**config.mk**
```make
export PLATFORM = sky130hd
export DESIGN_NAME = adcc_top
export DESIGN_NICKNAME = d
export VERILOG_FILES = /design/src/core/adcc_pkg.sv /design/src/core/adcc_top.sv
export SDC_FILE = /design/constraint.sdc
export NUM_CORES = 1
export LEC_CHECK = 0
export BUFFER_PORTS_ARGS = -buffer_cell sky130_fd_sc_hd__buf_4
export CAP_MARGIN = 20
export CORE_MARGIN = 1
export CORE_UTILIZATION = 35
export DETAILED_ROUTE_END_ITERATION = 7
export SLEW_MARGIN = 20
export SYNTH_ARGS = -nofsm -noshare
export SYNTH_HDL_FRONTEND = slang
export SYNTH_SLANG_ARGS = --single-unit
```
**constraint.sdc**
```tcl
create_clock -name ref_clk -period 2.9 [get_ports ref_clk]
set_input_delay 0 -clock ref_clk [delete_from_list [all_inputs] [get_ports ref_clk]]
set_output_delay 0 -clock ref_clk [all_outputs]
set_load 0.01 [all_outputs]
```
**src/core/adcc_pkg.sv**
```systemverilog
// package: register map, field layout and timing constants of the conversion control block
package adcc_pkg;
    // register byte addresses
    localparam logic [7:0] ADDR_CTRL_FIRST = 8'h00;
    localparam logic [7:0] ADDR_CTRL_SECOND = 8'h04;
    localparam logic [7:0] ADDR_RESULT_HIGH = 8'h08;
    localparam logic [7:0] ADDR_RESULT_LOW = 8'h0C;
    localparam logic [7:0] ADDR_IRQ_STATUS = 8'h10;
    localparam logic [7:0] ADDR_IRQ_MASK = 8'h14;
    localparam logic [7:0] ADDR_ANALOG_IN = 8'h18;
    // first control register fields
    localparam int CH_LSB = 0;
    localparam int FMT_BIT = 4;
    localparam int PWR_BIT = 5;
    localparam int BUSY_BIT = 6;
    localparam int START_BIT = 7;
    // second control register fields
    localparam int REF_LSB = 0;
    localparam int DIV_LSB = 2;
    localparam int SRC_LSB = 5;
    // interrupt status / mask fields
    localparam int DONE_BIT = 0;
    localparam int GIE_BIT = 1;
    // reset values
    localparam logic [7:0] CTRL_FIRST_RST = 8'h00;
    localparam logic [7:0] CTRL_SECOND_RST = 8'h00;
    // conversion timing in converter clock periods
    localparam logic [3:0] SAMPLE_PERIODS = 4'h4;
    localparam logic [3:0] CONVERT_PERIODS = 4'hA;
    localparam int RESULT_BITS = 10;
    localparam logic [9:0] FULL_SCALE = 10'h3FF;
    // conversion sequencer states, gray coded along the path
    typedef enum logic [1:0] {
        ADCC_IDLE = 2'b00,
        ADCC_SAMPLE = 2'b01,
        ADCC_CONVERT = 2'b11
    } adcc_state_e;
endpackage

```
**src/core/adcc_top.sv**
```systemverilog
// module: conversion control block with an AHB-Lite register slave
`timescale 1ns/1ps
module adcc_top
    import adcc_pkg::*;
(
    input wire logic ref_clk,
    input wire logic reset,
    input wire logic clkEn,
    input wire logic hsel,
    input wire logic [31:0] haddr,
    input wire logic [1:0] htrans,
    input wire logic hwrite,
    input wire logic [2:0] hsize,
    input wire logic [31:0] hwdata,
    input wire logic hready,
    output logic [31:0] hrdata,
    output logic hreadyout,
    output logic hresp,
    input wire logic [9:0] analogSample,
    output logic converterPowered,
    output logic [3:0] channelSelect,
    output logic [2:0] inputSourceSelect,
    output logic [1:0] referenceSelect,
    output logic sampleHold,
    output logic irq
);
    import adcc_pkg::*;

    ////////////////////////////////////////////////////////////////////////////
    // registers
    logic [7:0] ctrlFirst;
    logic [7:0] ctrlSecond;
    logic [9:0] result;
    logic [1:0] irqStatus;
    logic [1:0] irqMask;
    logic [9:0] sampled;
    logic startSeen;
    adcc_state_e state;
    logic [3:0] periodCount;
    logic [6:0] divCount;
    logic phaseWr;
    logic [7:0] phaseAddr;
    logic [10:0] convCycles;

    ////////////////////////////////////////////////////////////////////////////
    // bus decode: zero wait states, always OKAY
    wire addrTaken = hsel && hready && htrans[1];
    wire wrCtrlFirst = phaseWr && (phaseAddr == ADDR_CTRL_FIRST);
    wire wrCtrlSecond = phaseWr && (phaseAddr == ADDR_CTRL_SECOND);
    wire wrStatus = phaseWr && (phaseAddr == ADDR_IRQ_STATUS);
    wire wrMask = phaseWr && (phaseAddr == ADDR_IRQ_MASK);
    // limitation: hreadyout stays high with the enable low, so such transfers are dropped
    assign hreadyout = 1'b1;
    assign hresp = 1'b0;

    // control field views
    wire startBit = ctrlFirst[START_BIT];
    wire powerOn = ctrlFirst[PWR_BIT];
    wire fmtRight = ctrlFirst[FMT_BIT];
    wire [2:0] divSel = ctrlSecond[DIV_LSB +: 3];
    wire busy = (state != ADCC_IDLE);
    wire newStart = hwdata[START_BIT];

    // start pulse ends when a written 0 follows a seen 1
    wire startFall = wrCtrlFirst && startBit && !newStart && startSeen;
    // divider tick: count reaches 2**code - 1
    function automatic logic [6:0] div_limit(input logic [2:0] code);
        div_limit = 7'((8'h01 << code) - 8'h01);
    endfunction
    wire adcTick = (divCount >= div_limit(divSel));
    wire lastPeriod = adcTick && (periodCount == 4'h1);
    wire convDone = (state == ADCC_CONVERT) && lastPeriod && powerOn;

    ////////////////////////////////////////////////////////////////////////////
    // result byte arrangement by format bit
    function automatic logic [15:0] arrange(input logic [9:0] r, input logic right);
        arrange = right ? {6'h00, r} : {r, 6'h00};
    endfunction
    wire [15:0] resultWord = arrange(result, fmtRight);

    // read mux on the address phase, so data stands through the zero-wait data phase
    // unmapped reads return zero
    wire [7:0] rdAddr = haddr[7:0];
    wire [7:0] busyView = {ctrlFirst[7], busy, ctrlFirst[5:0]};
    wire [31:0] readMux =
        (rdAddr == ADDR_CTRL_FIRST) ? {24'h000000, busyView} :
        (rdAddr == ADDR_CTRL_SECOND) ? {24'h000000, ctrlSecond} :
        (rdAddr == ADDR_RESULT_HIGH) ? {24'h000000, resultWord[15:8]} :
        (rdAddr == ADDR_RESULT_LOW) ? {24'h000000, resultWord[7:0]} :
        (rdAddr == ADDR_IRQ_STATUS) ? {30'h0, irqStatus} :
        (rdAddr == ADDR_IRQ_MASK) ? {30'h0, irqMask} : 32'h00000000;

    ////////////////////////////////////////////////////////////////////////////
    // address phase capture
    always_ff @(posedge ref_clk) begin
        if (reset) begin
            phaseWr <= 1'b0;
            phaseAddr <= 8'h00;
        end else if (clkEn && hready) begin
            phaseWr <= addrTaken && hwrite;
            phaseAddr <= haddr[7:0];
        end
    end

    // read data registered on the address phase
    always_ff @(posedge ref_clk) begin
        if (reset) begin
            hrdata <= 32'h00000000;
        end else if (clkEn && hready) begin
            hrdata <= (addrTaken && !hwrite) ? readMux : 32'h00000000;
        end
    end

    // control writes; busy bit is read only, power loss returns the sequencer to idle
    always_ff @(posedge ref_clk) begin
        if (reset) begin
            ctrlFirst <= CTRL_FIRST_RST;
            ctrlSecond <= CTRL_SECOND_RST;
            irqMask <= 2'b00;
            startSeen <= 1'b0;
        end else if (clkEn) begin
            if (wrCtrlFirst) begin
                ctrlFirst <= {newStart, 1'b0, hwdata[5:0]};
                startSeen <= newStart ? startBit == 1'b0 || startSeen : 1'b0;
            end
            if (wrCtrlSecond) begin
                ctrlSecond <= hwdata[7:0];
            end
            if (wrMask) begin
                irqMask <= hwdata[1:0];
            end
        end
    end

    // sequencer: 4 sample then 10 convert periods
    always_ff @(posedge ref_clk) begin
        if (reset) begin
            state <= ADCC_IDLE;
            periodCount <= 4'h0;
            divCount <= 7'h00;
        end else if (clkEn) begin
            divCount <= (adcTick || !busy) ? 7'h00 : 7'(divCount + 7'h01);
            if (!powerOn) begin
                state <= ADCC_IDLE;
            end else begin
                unique case (state)
                    ADCC_IDLE: if (startFall) begin
                        state <= ADCC_SAMPLE;
                        periodCount <= SAMPLE_PERIODS;
                    end
                    ADCC_SAMPLE: if (lastPeriod) begin
                        state <= ADCC_CONVERT;
                        periodCount <= CONVERT_PERIODS;
                    end else if (adcTick) begin
                        periodCount <= 4'(periodCount - 4'h1);
                    end
                    ADCC_CONVERT: if (lastPeriod) begin
                        state <= ADCC_IDLE;
                    end else if (adcTick) begin
                        periodCount <= 4'(periodCount - 4'h1);
                    end
                    default: state <= ADCC_IDLE;
                endcase
            end
        end
    end

    // sample captured while sampling, result loaded at finish
    always_ff @(posedge ref_clk) begin
        if (reset) begin
            sampled <= 10'h000;
            result <= 10'h000;
        end else if (clkEn) begin
            if (state == ADCC_SAMPLE) begin
                sampled <= analogSample;
            end
            if (convDone) begin
                result <= sampled;
            end
        end
    end

    // helper for the length check: cycles spent so far in the convert phase
    always_ff @(posedge ref_clk) begin
        if (reset) begin
            convCycles <= 11'h000;
        end else if (clkEn) begin
            convCycles <= (state == ADCC_CONVERT) ? 11'(convCycles + 11'h001) : 11'h000;
        end
    end

    // sticky done flag: set wins over write-one-clear; the GIE status bit is held at zero
    always_ff @(posedge ref_clk) begin
        if (reset) begin
            irqStatus <= 2'b00;
        end else if (clkEn) begin
            irqStatus[DONE_BIT] <= convDone ||
                (irqStatus[DONE_BIT] && !(wrStatus && hwdata[DONE_BIT]));
            irqStatus[GIE_BIT] <= 1'b0;
        end
    end

    // both global and done enables needed
    assign irq = irqMask[GIE_BIT] && irqMask[DONE_BIT] && irqStatus[DONE_BIT];
    assign converterPowered = powerOn;
    assign channelSelect = ctrlFirst[CH_LSB +: 4];
    assign inputSourceSelect = ctrlSecond[SRC_LSB +: 3];
    assign referenceSelect = ctrlSecond[REF_LSB +: 2];
    assign sampleHold = (state == ADCC_SAMPLE);
endmodule

```
Word-level counts from Yosys, hierarchy flattened
Cells that the tools add are included.
{ "op_classes": {"n_addsub": 3, "eq_ne": 16, "shift": 1, "mux": 20, "reduce_logical": 38, "bitwise_logic": 1, "n_lt_le_gt_ge": 1} }
{ "ops": {"columns": ["operator", "count"], "rows": [
  ["$mux W8", 5],
  ["$eq A8 B5 Y1 const B", 4],
  ["$logic_and A1 B1 Y1", 19],
  ["$eq A8 B3 Y1 const B", 2],
  ["$eq A8 B4 Y1 const B", 2],
  ["$logic_not A8 Y1", 2],
  ["$mux W16", 1],
  ["$mux W4", 4],
  ["$mux W2", 6],
  ["$pmux W4 S3", 1],
  ["$reduce_and A2 Y1", 5],
  ["$add A7 B1 Y7 const B", 1],
  ["$ge A7 B7 Y1", 1],
  ["$mux W7", 1],
  ["$shl A1 B3 Y7 const A", 1],
  ["$sub A7 B1 Y7 const B", 1],
  ["$ne A3 B3 Y1 const B", 2],
  ["$pmux W2 S3", 1],
  ["$reduce_and A5 Y1", 1],
  ["$eq A4 B1 Y1 const B", 1],
  ["$logic_not A1 Y1", 4],
  ["$ne A2 B2 Y1 const B", 2],
  ["$reduce_and A4 Y1", 1],
  ["$sub A4 B1 Y4 const B", 1],
  ["9 further kinds", 11]
]} }
{ "word_totals": {"output_inout_bits": 46, "input_bits": 85, "wordCells": 93, "regBits": 93} }

Logic depth before layout (Yosys ltp)
Gate-level depths: netlist of the first run.
{ "depth": {"depth_word": 8, "depth_mapped": 9, "mapped_depth_nobuf": 7} }

Least setup slack after synthesis of the first run
Ideal clock, no wire load.
{ "synth_path": {"kind": "flip-flop to flip-flop", "start": "register ctrlSecond[4]", "end": "register result[0]", "stages_incl_launch_ff": 10, "t_arrival_ns": 2.258, "setup_slack_ns": 0.521, "path_buffers": 2, "setup_time_ns": 0.121, "required_ns": 2.779, "period_less_slack_ns": 2.379, "path_cell_list": "dfxtp_1 clkbuf_1 or3_1 ha_1 nand2b_1 a211o_1 a211oi_4 nor3_1 buf_4 mux2i_1"} }
{ "synth_between": {"elab_chain_len": 7} }
{ "synth_lines": {"columns": ["item", "line_no", "rtl"], "rows": [
  ["from (decl)", "adcc_top.sv:32", "logic [7:0] ctrlSecond;"],
  ["from (signal assigned)", "adcc_top.sv:127", "ctrlSecond <= hwdata[7:0];"],
  ["$shl A1 B3 Y7", "adcc_top.sv:68", "div_limit = 7'((8'h01 << code) - 8'h01);"],
  ["$sub A7 B1 Y7", "adcc_top.sv:68", null],
  ["$ge A7 B7 Y1", "adcc_top.sv:70", "wire adcTick = (divCount >= div_limit(divSel));"],
  ["$logic_and A1 B1 Y1", "adcc_top.sv:71", "wire lastPeriod = adcTick && (periodCount == 4'h1);"],
  ["$logic_and A1 B1 Y1 (2 in a row)", "adcc_top.sv:72", "wire convDone = (state == ADCC_CONVERT) && lastPeriod && powerOn;"],
  ["$reduce_and A2 Y1 (no source line)", null, null],
  ["to (signal assigned)", "adcc_top.sv:178", "result <= sampled;"],
  ["to (decl)", "adcc_top.sv:33", "logic [9:0] result;"]
]} }
No other way between the ends.
A chain may end at the register's enable or synchronous reset.

Worst setup path after layout of the first run
{ "layout_path": {"start": "register ctrlSecond[3]", "end": "register result[3]"} }
The elaborated chain is that of the path after synthesis.

==> metrics.cfg, run 1 <==
[status]
status = completed

[setup_path]
critPathTopFamily = compound AO/OA/AOI/OAI gates
r2r_slack_ns = 0.37
reg2regPathDepth = 8
cp_max_fo = 10
r2r-end = result[3]
critical_path.max_stage_delay_ns = 0.45
arrival_ns = 2.76
cp-start-kind = register
path_class = reg2reg
crit_buf_inv = 1
slowest_stage = a211oi_4
path_cells = or3_1 > ha_1 > nand2b_1 > a211o_1 > a211oi_4 > nor3_1 > buf_4 > mux2i_1
worstPathRequired_ns = 3.12
timing.rr.start = ctrlSecond[3]
end_kind = register

[pwr]
ir_worst_vdd_v = 0.000221
power.density_nw_per_um2 = 423
p_leak_nw = 1.82

[run]
maxCapViolCount = 0

[clock_tree]
cts_max_level = 3
tritoncts = yes
clk_latency_ns = 0.34
clockBufferDepth = 2
clk_pin_slew_ns = 0.07
cts_buffers = 9
tritoncts_num_sinks = 69
clock-root-buffer = clkbuf_8
post_cts_buffers = 0

[sta]
period_minus_slack_ns = 2.53
setup_violations = 0
max_freq_ghz = 0.395
slew_viol_final = 0
finalHoldWorstSlack_ns = 0.0473
hold_viol = 0
fin_setup_tns_ns = 0
rsz0062_at_grt = false
period_share = 0.873
slew_headroom = 0.496
worst_pin_slew_ns = 0.756
skew_ns = 0.00751

[global_route]
met1_usage = 0.209
grt-ovfl-total = 0
antenna_found_initial = 0
met2_usage = 0.271
busiest_layer = met2
grt_pass1_wl_um = 14600
grt_pass1_vias = 3003
grt_util_all_layers = 0.163
grt_max_degree = 82
use_met3 = 0.0427

[synthesis]
synth_ff_type = dfxtp_1
synth_area_leaders = dfxtp_1, mux2i_1, buf_4
yosys.area.top_type = dfxtp_1
synth_area_um2 = 3730
synth_cell_types = 59
yosysMostFrequentCell = dfxtp_1
synthTopCellsByCount = dfxtp_1, nor2_1, mux2i_1
synth.avg_cell_area_um2 = 8.66
ys_seq_area_frac = 0.370
yosysWarnings = 0
synth_edf_count = 0
synth_top_cell_area_share = 0.370
ys_async_sr_fraction = 0
synth-seq-cells = 69
syn_inst = 431

[place]
globalplace.congestion = 0.872
dp_hpwl_um = 5990
io_buffers = 52

[floorplanning]
core_area_um2 = 10300
ios = 131
die_w_um = 105
initial_utilization = 0.362
die_h_um = 105
num_rows = 37
die_area_um2 = 11100

[min_path]
hp-class = in2reg
hold_path_startpoint = haddr[2]
min_to = phaseAddr[2]
worstHoldPathCells = 3

[detailed_routing]
drtIter0Drc = 110
drt_wl_total_um = 8540
ant_nets = 0
num_vias = 3104
drc = 0
firstDrtPassIters = 4
via_per_inst = 4.93
avgRoutedWirePerCell_um = 13.6

[final_layout]
num-nets-final = 584
areaGrowthSynthToFinish_pct = 20.8
drive_gt1_frac = 0.152
diodes = 0
fin_util = 0.437
fillers = 1016

## kinds of logic after synthesis
logic type                 share of synthesized area
and+or+nand+nor                                0.224
AOI/OAI and AO/OA                              0.139
DFF                                            0.370
buffers and inverters                          0.103
muxes                                          0.115
adders and majority gates                     0.0335
xor gates and xnor gates                      0.0141
other                                        0.00201
## layout make-up
class                      instances  area (um^2)  share of cell area
clock buffer                      11          151              0.0336
clock inverter                     4         47.5              0.0105
inverter                           8         30.0             0.00666
multi-input combinational        321         2060               0.458
sequential                        69         1380               0.306
tap                              136          170              0.0377
timing repair buffer              80          666               0.148
## layout by cell type, fill, tap and decap left out, drive strengths merged, types with 5 or more instances in the layout
master       synthesis  routed
ha                  10      10
a211oi               9       9
nand4                8       8
nor3                13      13
o21ai                6       6
nand3                6       6
clkbuf              13      11
nand2b              23      23
dfxtp               69      69
a22oi               10      10
buf                 44      54
conb                 2      26
a21oi               24      24
nand2               35      35
inv                  8       8
mux2i               43      43
dlygate4sd3          0      26
nor2b                5       5
nor2                50      50
## power breakdown
part | internal, mW | switching (mW) | total (mW)
combinational | 0.0752 | 0.0836 | 0.159
clock | 0.436 | 0.353 | 0.789
sequential | 0.954 | 0.00734 | 0.961
## through the flow
step	cells	cell area [um^2]	total power [mW]	setup slack, ns
2_1_floorplan	455	3820	1.09	0.521
3_5_place_dp	588	4050	1.11	0.380
3_3_place_gp	588	4050	1.11	0.411
5_1_grt	629	4510	1.99	0.231
4_1_cts	629	4510	1.93	0.361
6_report	629	4510	1.91	0.368
## worst min-delay path, stage by stage
cell and delay [ns]:
buf_4 0.20, nand2_1 0.08, a21oi_1 0.05
## routing by layer
layer,vias up,wire length (um)
li1,1568,-
met1,1446,4110
met2,80,3990
met3,10,341
met4,0,97
met5,-,0
## what timing repair did
action                                 CTS  global route
hold buffers                            26             0
resized for setup                        0             0
endpoints found under the hold margin   36             0
## state kept, by name, indices dropped and copies added, names as in the netlist, 2 cells and up
| register | flops |
|---|---|
| state | 2 |
| hrdata | 8 |
| result | 10 |
| ctrlFirst | 7 |
| ctrlSecond | 8 |
| sampled | 10 |
| irqMask | 2 |
| divCount | 7 |
| phaseAddr | 8 |
| periodCount | 4 |
## worst max path at each step
stage                             start           to  slack [ns]  cells past startpoint
after global routing      ctrlSecond[3]  divCount[5]        0.23                      7
after global placement    ctrlSecond[3]    result[3]        0.41                      8
after floorplan           ctrlSecond[4]    result[0]        0.52                      9
after detailed placement  ctrlSecond[3]    result[0]        0.38                      8
after CTS                 ctrlSecond[3]    result[3]        0.36                      8
final                     ctrlSecond[3]    result[3]        0.37                      8
(Power assumes the default switching activity.)
==> run 2, diff against run 1 <==
--- a/config.mk
+++ b/config.mk
@@ -10,6 +10,7 @@
 export CORE_MARGIN = 1
 export CORE_UTILIZATION = 35
 export DETAILED_ROUTE_END_ITERATION = 7
+export RECOVER_POWER = 100
 export SLEW_MARGIN = 20
 export SYNTH_ARGS = -nofsm -noshare
 export SYNTH_HDL_FRONTEND = slang
==> run 2 against run 1 <==
  * Core utilization down 1.0 points
  * Clock-buffer cell count unchanged
  * Clock power about the same
  * Register-to-register slack worse by 0.095 ns
  * Highest routed layer unchanged
  * Fmax down 3.6%
  * Global-route usage unchanged
  * Cell count unchanged
  * Combinational power down 3%
  * Worst setup slack worse by 0.095 ns
  * Sequential power about the same
==> metrics.cfg, run 2 (synthesis gave the netlist of run 1 again) <==
[status]
status = completed

[clock_tree]
post_cts_buffers = 0
clockBufferDepth = 2
cts_max_level = 3
tritoncts = yes
clk_latency_ns = 0.34
clock-root-buffer = clkbuf_8
ctsHoldBuffers = 26
cts_buffers = 9
tritoncts_num_sinks = 69
clk_pin_slew_ns = 0.07
cts_resized = 0

[place]
dpl-instance-area_um2 = 4050
dp_hpwl_um = 5990
dp_worst_setup_slack_ns = 0.380
io_buffers = 52
globalplace.congestion = 0.872

[sta]
rsz0062_at_grt = false
worst_pin_slew_ns = 0.825
skew_ns = 0.00742
slew_viol_final = 0
slew_headroom = 0.450
setup_violations = 0
period_share = 0.906
layout_setup_ws_ns = 0.273
fin_setup_tns_ns = 0
period_minus_slack_ns = 2.63
hold_viol = 0
max_freq_ghz = 0.381

[floorplanning]
num_rows = 37
ios = 131
die_area_um2 = 11100
core_area_um2 = 10300
initial_utilization = 0.362
die_w_um = 105
die_h_um = 105

[setup_path]
arrival_ns = 2.84
crit_start = ctrlSecond[3]
worstPathRequired_ns = 3.12
slowest_stage = a211oi_4
timing.rr.start = ctrlSecond[3]
r2r_slack_ns = 0.27
critical_path.max_stage_delay_ns = 0.45
end_kind = register
path_class = reg2reg
r2r-end = result[3]
reg2regPathDepth = 8
cp_max_fo = 10
cp-start-kind = register
path_cells = or3_1 > ha_1 > nand2b_1 > a211o_1 > a211oi_4 > nor3_1 > clkbuf_2 > mux2i_1

[final_layout]
areaGrowthSynthToFinish_pct = 18.0
fin_area_um2 = 4410
num-nets-final = 584
final_cell_mix = dfxtp_1, nor2_1, mux2i_1, nand2_1, buf_4
diodes = 0
top_regs = result (10), sampled (10)
drive_gt1_frac = 0.103
fin_util = 0.427
final_common_cell = dfxtp_1

[pwr]
power.density_nw_per_um2 = 432
ir_worst_vdd_v = 0.000221
p_leak_nw = 1.71

[global_route]
grt_max_degree = 82
grt-ovfl-total = 0
grt_pass1_wl_um = 14600
grt_util_all_layers = 0.163
grt_pass1_vias = 3003
antenna_found_initial = 0

[detailed_routing]
via_per_inst = 4.95
ant_nets = 0
drtIter0Drc = 111
num_vias = 3115
avgRoutedWirePerCell_um = 13.6
drc = 0
firstDrtPassIters = 4
drt_wl_total_um = 8530

[min_path]
min_to = phaseAddr[2]
hp-class = in2reg
worstHoldPathCells = 3
hold_path_startpoint = haddr[2]

[run]
maxCapViolCount = 0

==> run 2: cell count changes in the layout (fill, tap and decap cells not counted), sizes merged <==
cell / change
clkbuf: +24
buf: -24
==> run 2: power breakdown <==
| group | switching [mW] | leakage [nW] | internal [mW] |
|---|---|---|---|
| Combinational | 0.0833 | 1.05 | 0.0717 |
| Sequential | 0.00623 | 0.557 | 0.954 |
| Clock | 0.351 | 0.101 | 0.436 |
==> run 2: layout make-up <==
type                    count  area, um^2
flip-flops and latches     69        1380
clock inverters             4        47.5
fillers                  1047        5920
well taps                 136         170
repair buffers             80         577
multi-input cells         321        2050
clock buffers              11         151
inverters                   8        30.0
==> run 2: worst max path at each step <==
stage,end,slack [ns],cells past startpoint
detailed placement,result[0],0.38,8
finish,result[3],0.27,8
global placement,result[3],0.41,8
global route,result[5],0.13,8
floorplan,result[0],0.52,9
CTS,result[3],0.36,8
==> run 2: worst max-delay path: cells and delay by family, from the launching register on <==
kind,cells,cell delay [ns]
AOI/OAI and AO/OA,2,0.80
muxes,1,0.18
adders and majority gates,1,0.27
DFF,1,0.38
buffers and inverters,1,0.27
and+or+nand+nor,3,0.62
==> run 2: routing by layer <==
| layer | vias to the layer above | routed length (um) | global-route usage | part of all wire |
|---|---|---|---|---|
| met3 | 10 | 375 | 0.0427 | 0.044 |
| met4 | 0 | 97 | 0.0433 | 0.011 |
| met2 | 86 | 3970 | 0.271 | 0.47 |
| met1 | 1453 | 4080 | 0.209 | 0.48 |
| li1 | 1566 | - | - | - |
| met5 | - | 0 | 0 | 0 |
==> run 2: through the flow <==
| stage | power (mW) | cells | hold WS, ns |
|---|---|---|---|
| 5_1_grt | 1.98 | 629 | 0.0603 |
| 3_3_place_gp | 1.11 | 588 | 0.229 |
| 3_5_place_dp | 1.11 | 588 | 0.238 |
| 2_1_floorplan | 1.09 | 455 | 0.136 |
| 4_1_cts | 1.93 | 629 | 0.0296 |
| 6_report | 1.90 | 629 | 0.0475 |
==> run 3, diff against run 2 <==
--- a/config.mk
+++ b/config.mk
@@ -11,6 +11,7 @@
 export CORE_UTILIZATION = 35
 export DETAILED_ROUTE_END_ITERATION = 7
 export RECOVER_POWER = 100
+export SETUP_SLACK_MARGIN = 0.4
 export SLEW_MARGIN = 20
 export SYNTH_ARGS = -nofsm -noshare
 export SYNTH_HDL_FRONTEND = slang
==> run 3 against run 2 <==
  * Die area is the same
  * Clock skew decreased by 0.0013 ns
  * Fmax is 3.5% higher
  * Flip-flop and latch count stayed put
  * First-iteration DRC count rose by 5.4%
  * Register-to-register slack improved by 0.09 ns
  * Worst setup slack better by 0.088 ns
  * Sequential share of layout area barely moved
  * Largest cell class unchanged
==> metrics.cfg, run 3 (synthesis gave the netlist of run 1 again) <==
[clock_tree]
clk_latency_ns = 0.34
tritoncts = yes
tritoncts_num_sinks = 69
clockBufferDepth = 2
cts_buffers = 9
clk_pin_slew_ns = 0.07
clock-root-buffer = clkbuf_8
cts_max_level = 3

[place]
io_buffers = 52
globalplace.congestion = 0.872
placed_cells = 588
dp_hpwl_um = 5990
dpl-instance-area_um2 = 4050

[final_layout]
fillers = 1051
fin_cells = 632
fin_area_um2 = 4410
regArea_um2 = 1390
areaGrowthSynthToFinish_pct = 18.2
final_cell_mix = dfxtp_1, nor2_1, mux2i_1, nand2_1, buf_4
fin_util = 0.427
final_common_cell = dfxtp_1
num-nets-final = 587
drive_gt1_frac = 0.109
diodes = 0
top_regs = result (10), sampled (10)
multi_input_area_um2 = 2040

[sta]
rsz0062_at_grt = false
max_freq_ghz = 0.394
worst_pin_slew_ns = 0.849
setup_violations = 0
slew_headroom = 0.434
period_minus_slack_ns = 2.54
fin_setup_tns_ns = 0
period_share = 0.876
slew_viol_final = 0
hold_viol = 0
skew_ns = 0.00612

[detailed_routing]
drt_wl_total_um = 8610
firstDrtPassIters = 4
drtIter0Drc = 117
avgRoutedWirePerCell_um = 13.6
num_vias = 3170
drc = 0
ant_nets = 0
via_per_inst = 5.02

[global_route]
antenna_found_initial = 0
grt_util_all_layers = 0.164
grt-ovfl-total = 0
grt_pass1_vias = 3020
grt_max_degree = 82
grt_pass1_wl_um = 14600

[pwr]
power.density_nw_per_um2 = 432
ir_worst_vdd_v = 0.000220
p_leak_nw = 1.72

[floorplanning]
die_w_um = 105
initial_utilization = 0.362
die_area_um2 = 11100
core_area_um2 = 10300
ios = 131
num_rows = 37
die_h_um = 105

[setup_path]
critical_path.max_stage_delay_ns = 0.37
end_kind = register
slowest_stage = or3_1
cp_max_fo = 10
cp-start-kind = register
timing.rr.start = ctrlSecond[2]
critPathTopFamily = compound AO/OA/AOI/OAI gates
crit_buf_inv = 2
path_cells = or3_1 > ha_1 > nand2b_1 > a211o_1 > a211oi_1 > clkbuf_1 > nor3_1 > clkbuf_2 > mux2i_1
path_class = reg2reg
arrival_ns = 2.76
worstPathRequired_ns = 3.12
crit_start = ctrlSecond[2]

[min_path]
hp-class = in2reg
hold_path_startpoint = haddr[2]

[run]
maxCapViolCount = 0

[status]
status = completed

## run 3: per-stage QoR
step           power [mW]  setup slack, ns  hold WS, ns
3_5_place_dp         1.11            0.380        0.238
5_1_grt              1.98            0.227       0.0603
6_report             1.91            0.361       0.0472
2_1_floorplan        1.09            0.521        0.136
3_3_place_gp         1.11            0.411        0.229
4_1_cts              1.93            0.428       0.0296
## run 3: final timing paths
| kind | endpoint | slack [ns] | depth (start not counted) |
|---|---|---|---|
| max | result[3] | 0.36 | 9 |
| min | phaseAddr[2] | 0.05 | 3 |
| max reg2reg | result[3] | 0.36 | 9 |
| min reg2reg | hrdata[0] | 0.45 | 2 |
## run 3: worst min-delay path, stage by stage
cell and delay (ns):
buf_4 0.20, nand2_1 0.08, a21oi_1 0.05
## run 3: report_power, final
part | internal [mW] | switching, mW | total [mW]
clock | 0.436 | 0.354 | 0.790
combinational | 0.0718 | 0.0839 | 0.156
sequential | 0.954 | 0.00620 | 0.960
total | 1.46 | 0.444 | 1.91
## run 3: layout make-up
type | count | share of cell area
clock inverter | 4 | 0.0108
timing repair buffer | 83 | 0.134
clock buffer | 11 | 0.0343
sequential | 69 | 0.314
tap | 136 | 0.0386
inverter | 8 | 0.00680
multi-input combinational | 321 | 0.462
## run 3: repair_timing
action	4_1_cts	5_1_grt
pin swaps	1	1
buffers inserted	3	0
setup endpoints to repair	15	4
hold buffers	26	0
resized for setup	0	5
hold endpoints to repair	36	0
## run 3: routing by layer
layer,track usage,share of wire,vias to the layer above
li1,-,-,1574
met1,0.210,0.48,1497
met2,0.268,0.46,87
met3,0.0433,0.044,12
met4,0.0513,0.017,0
met5,0,0,-
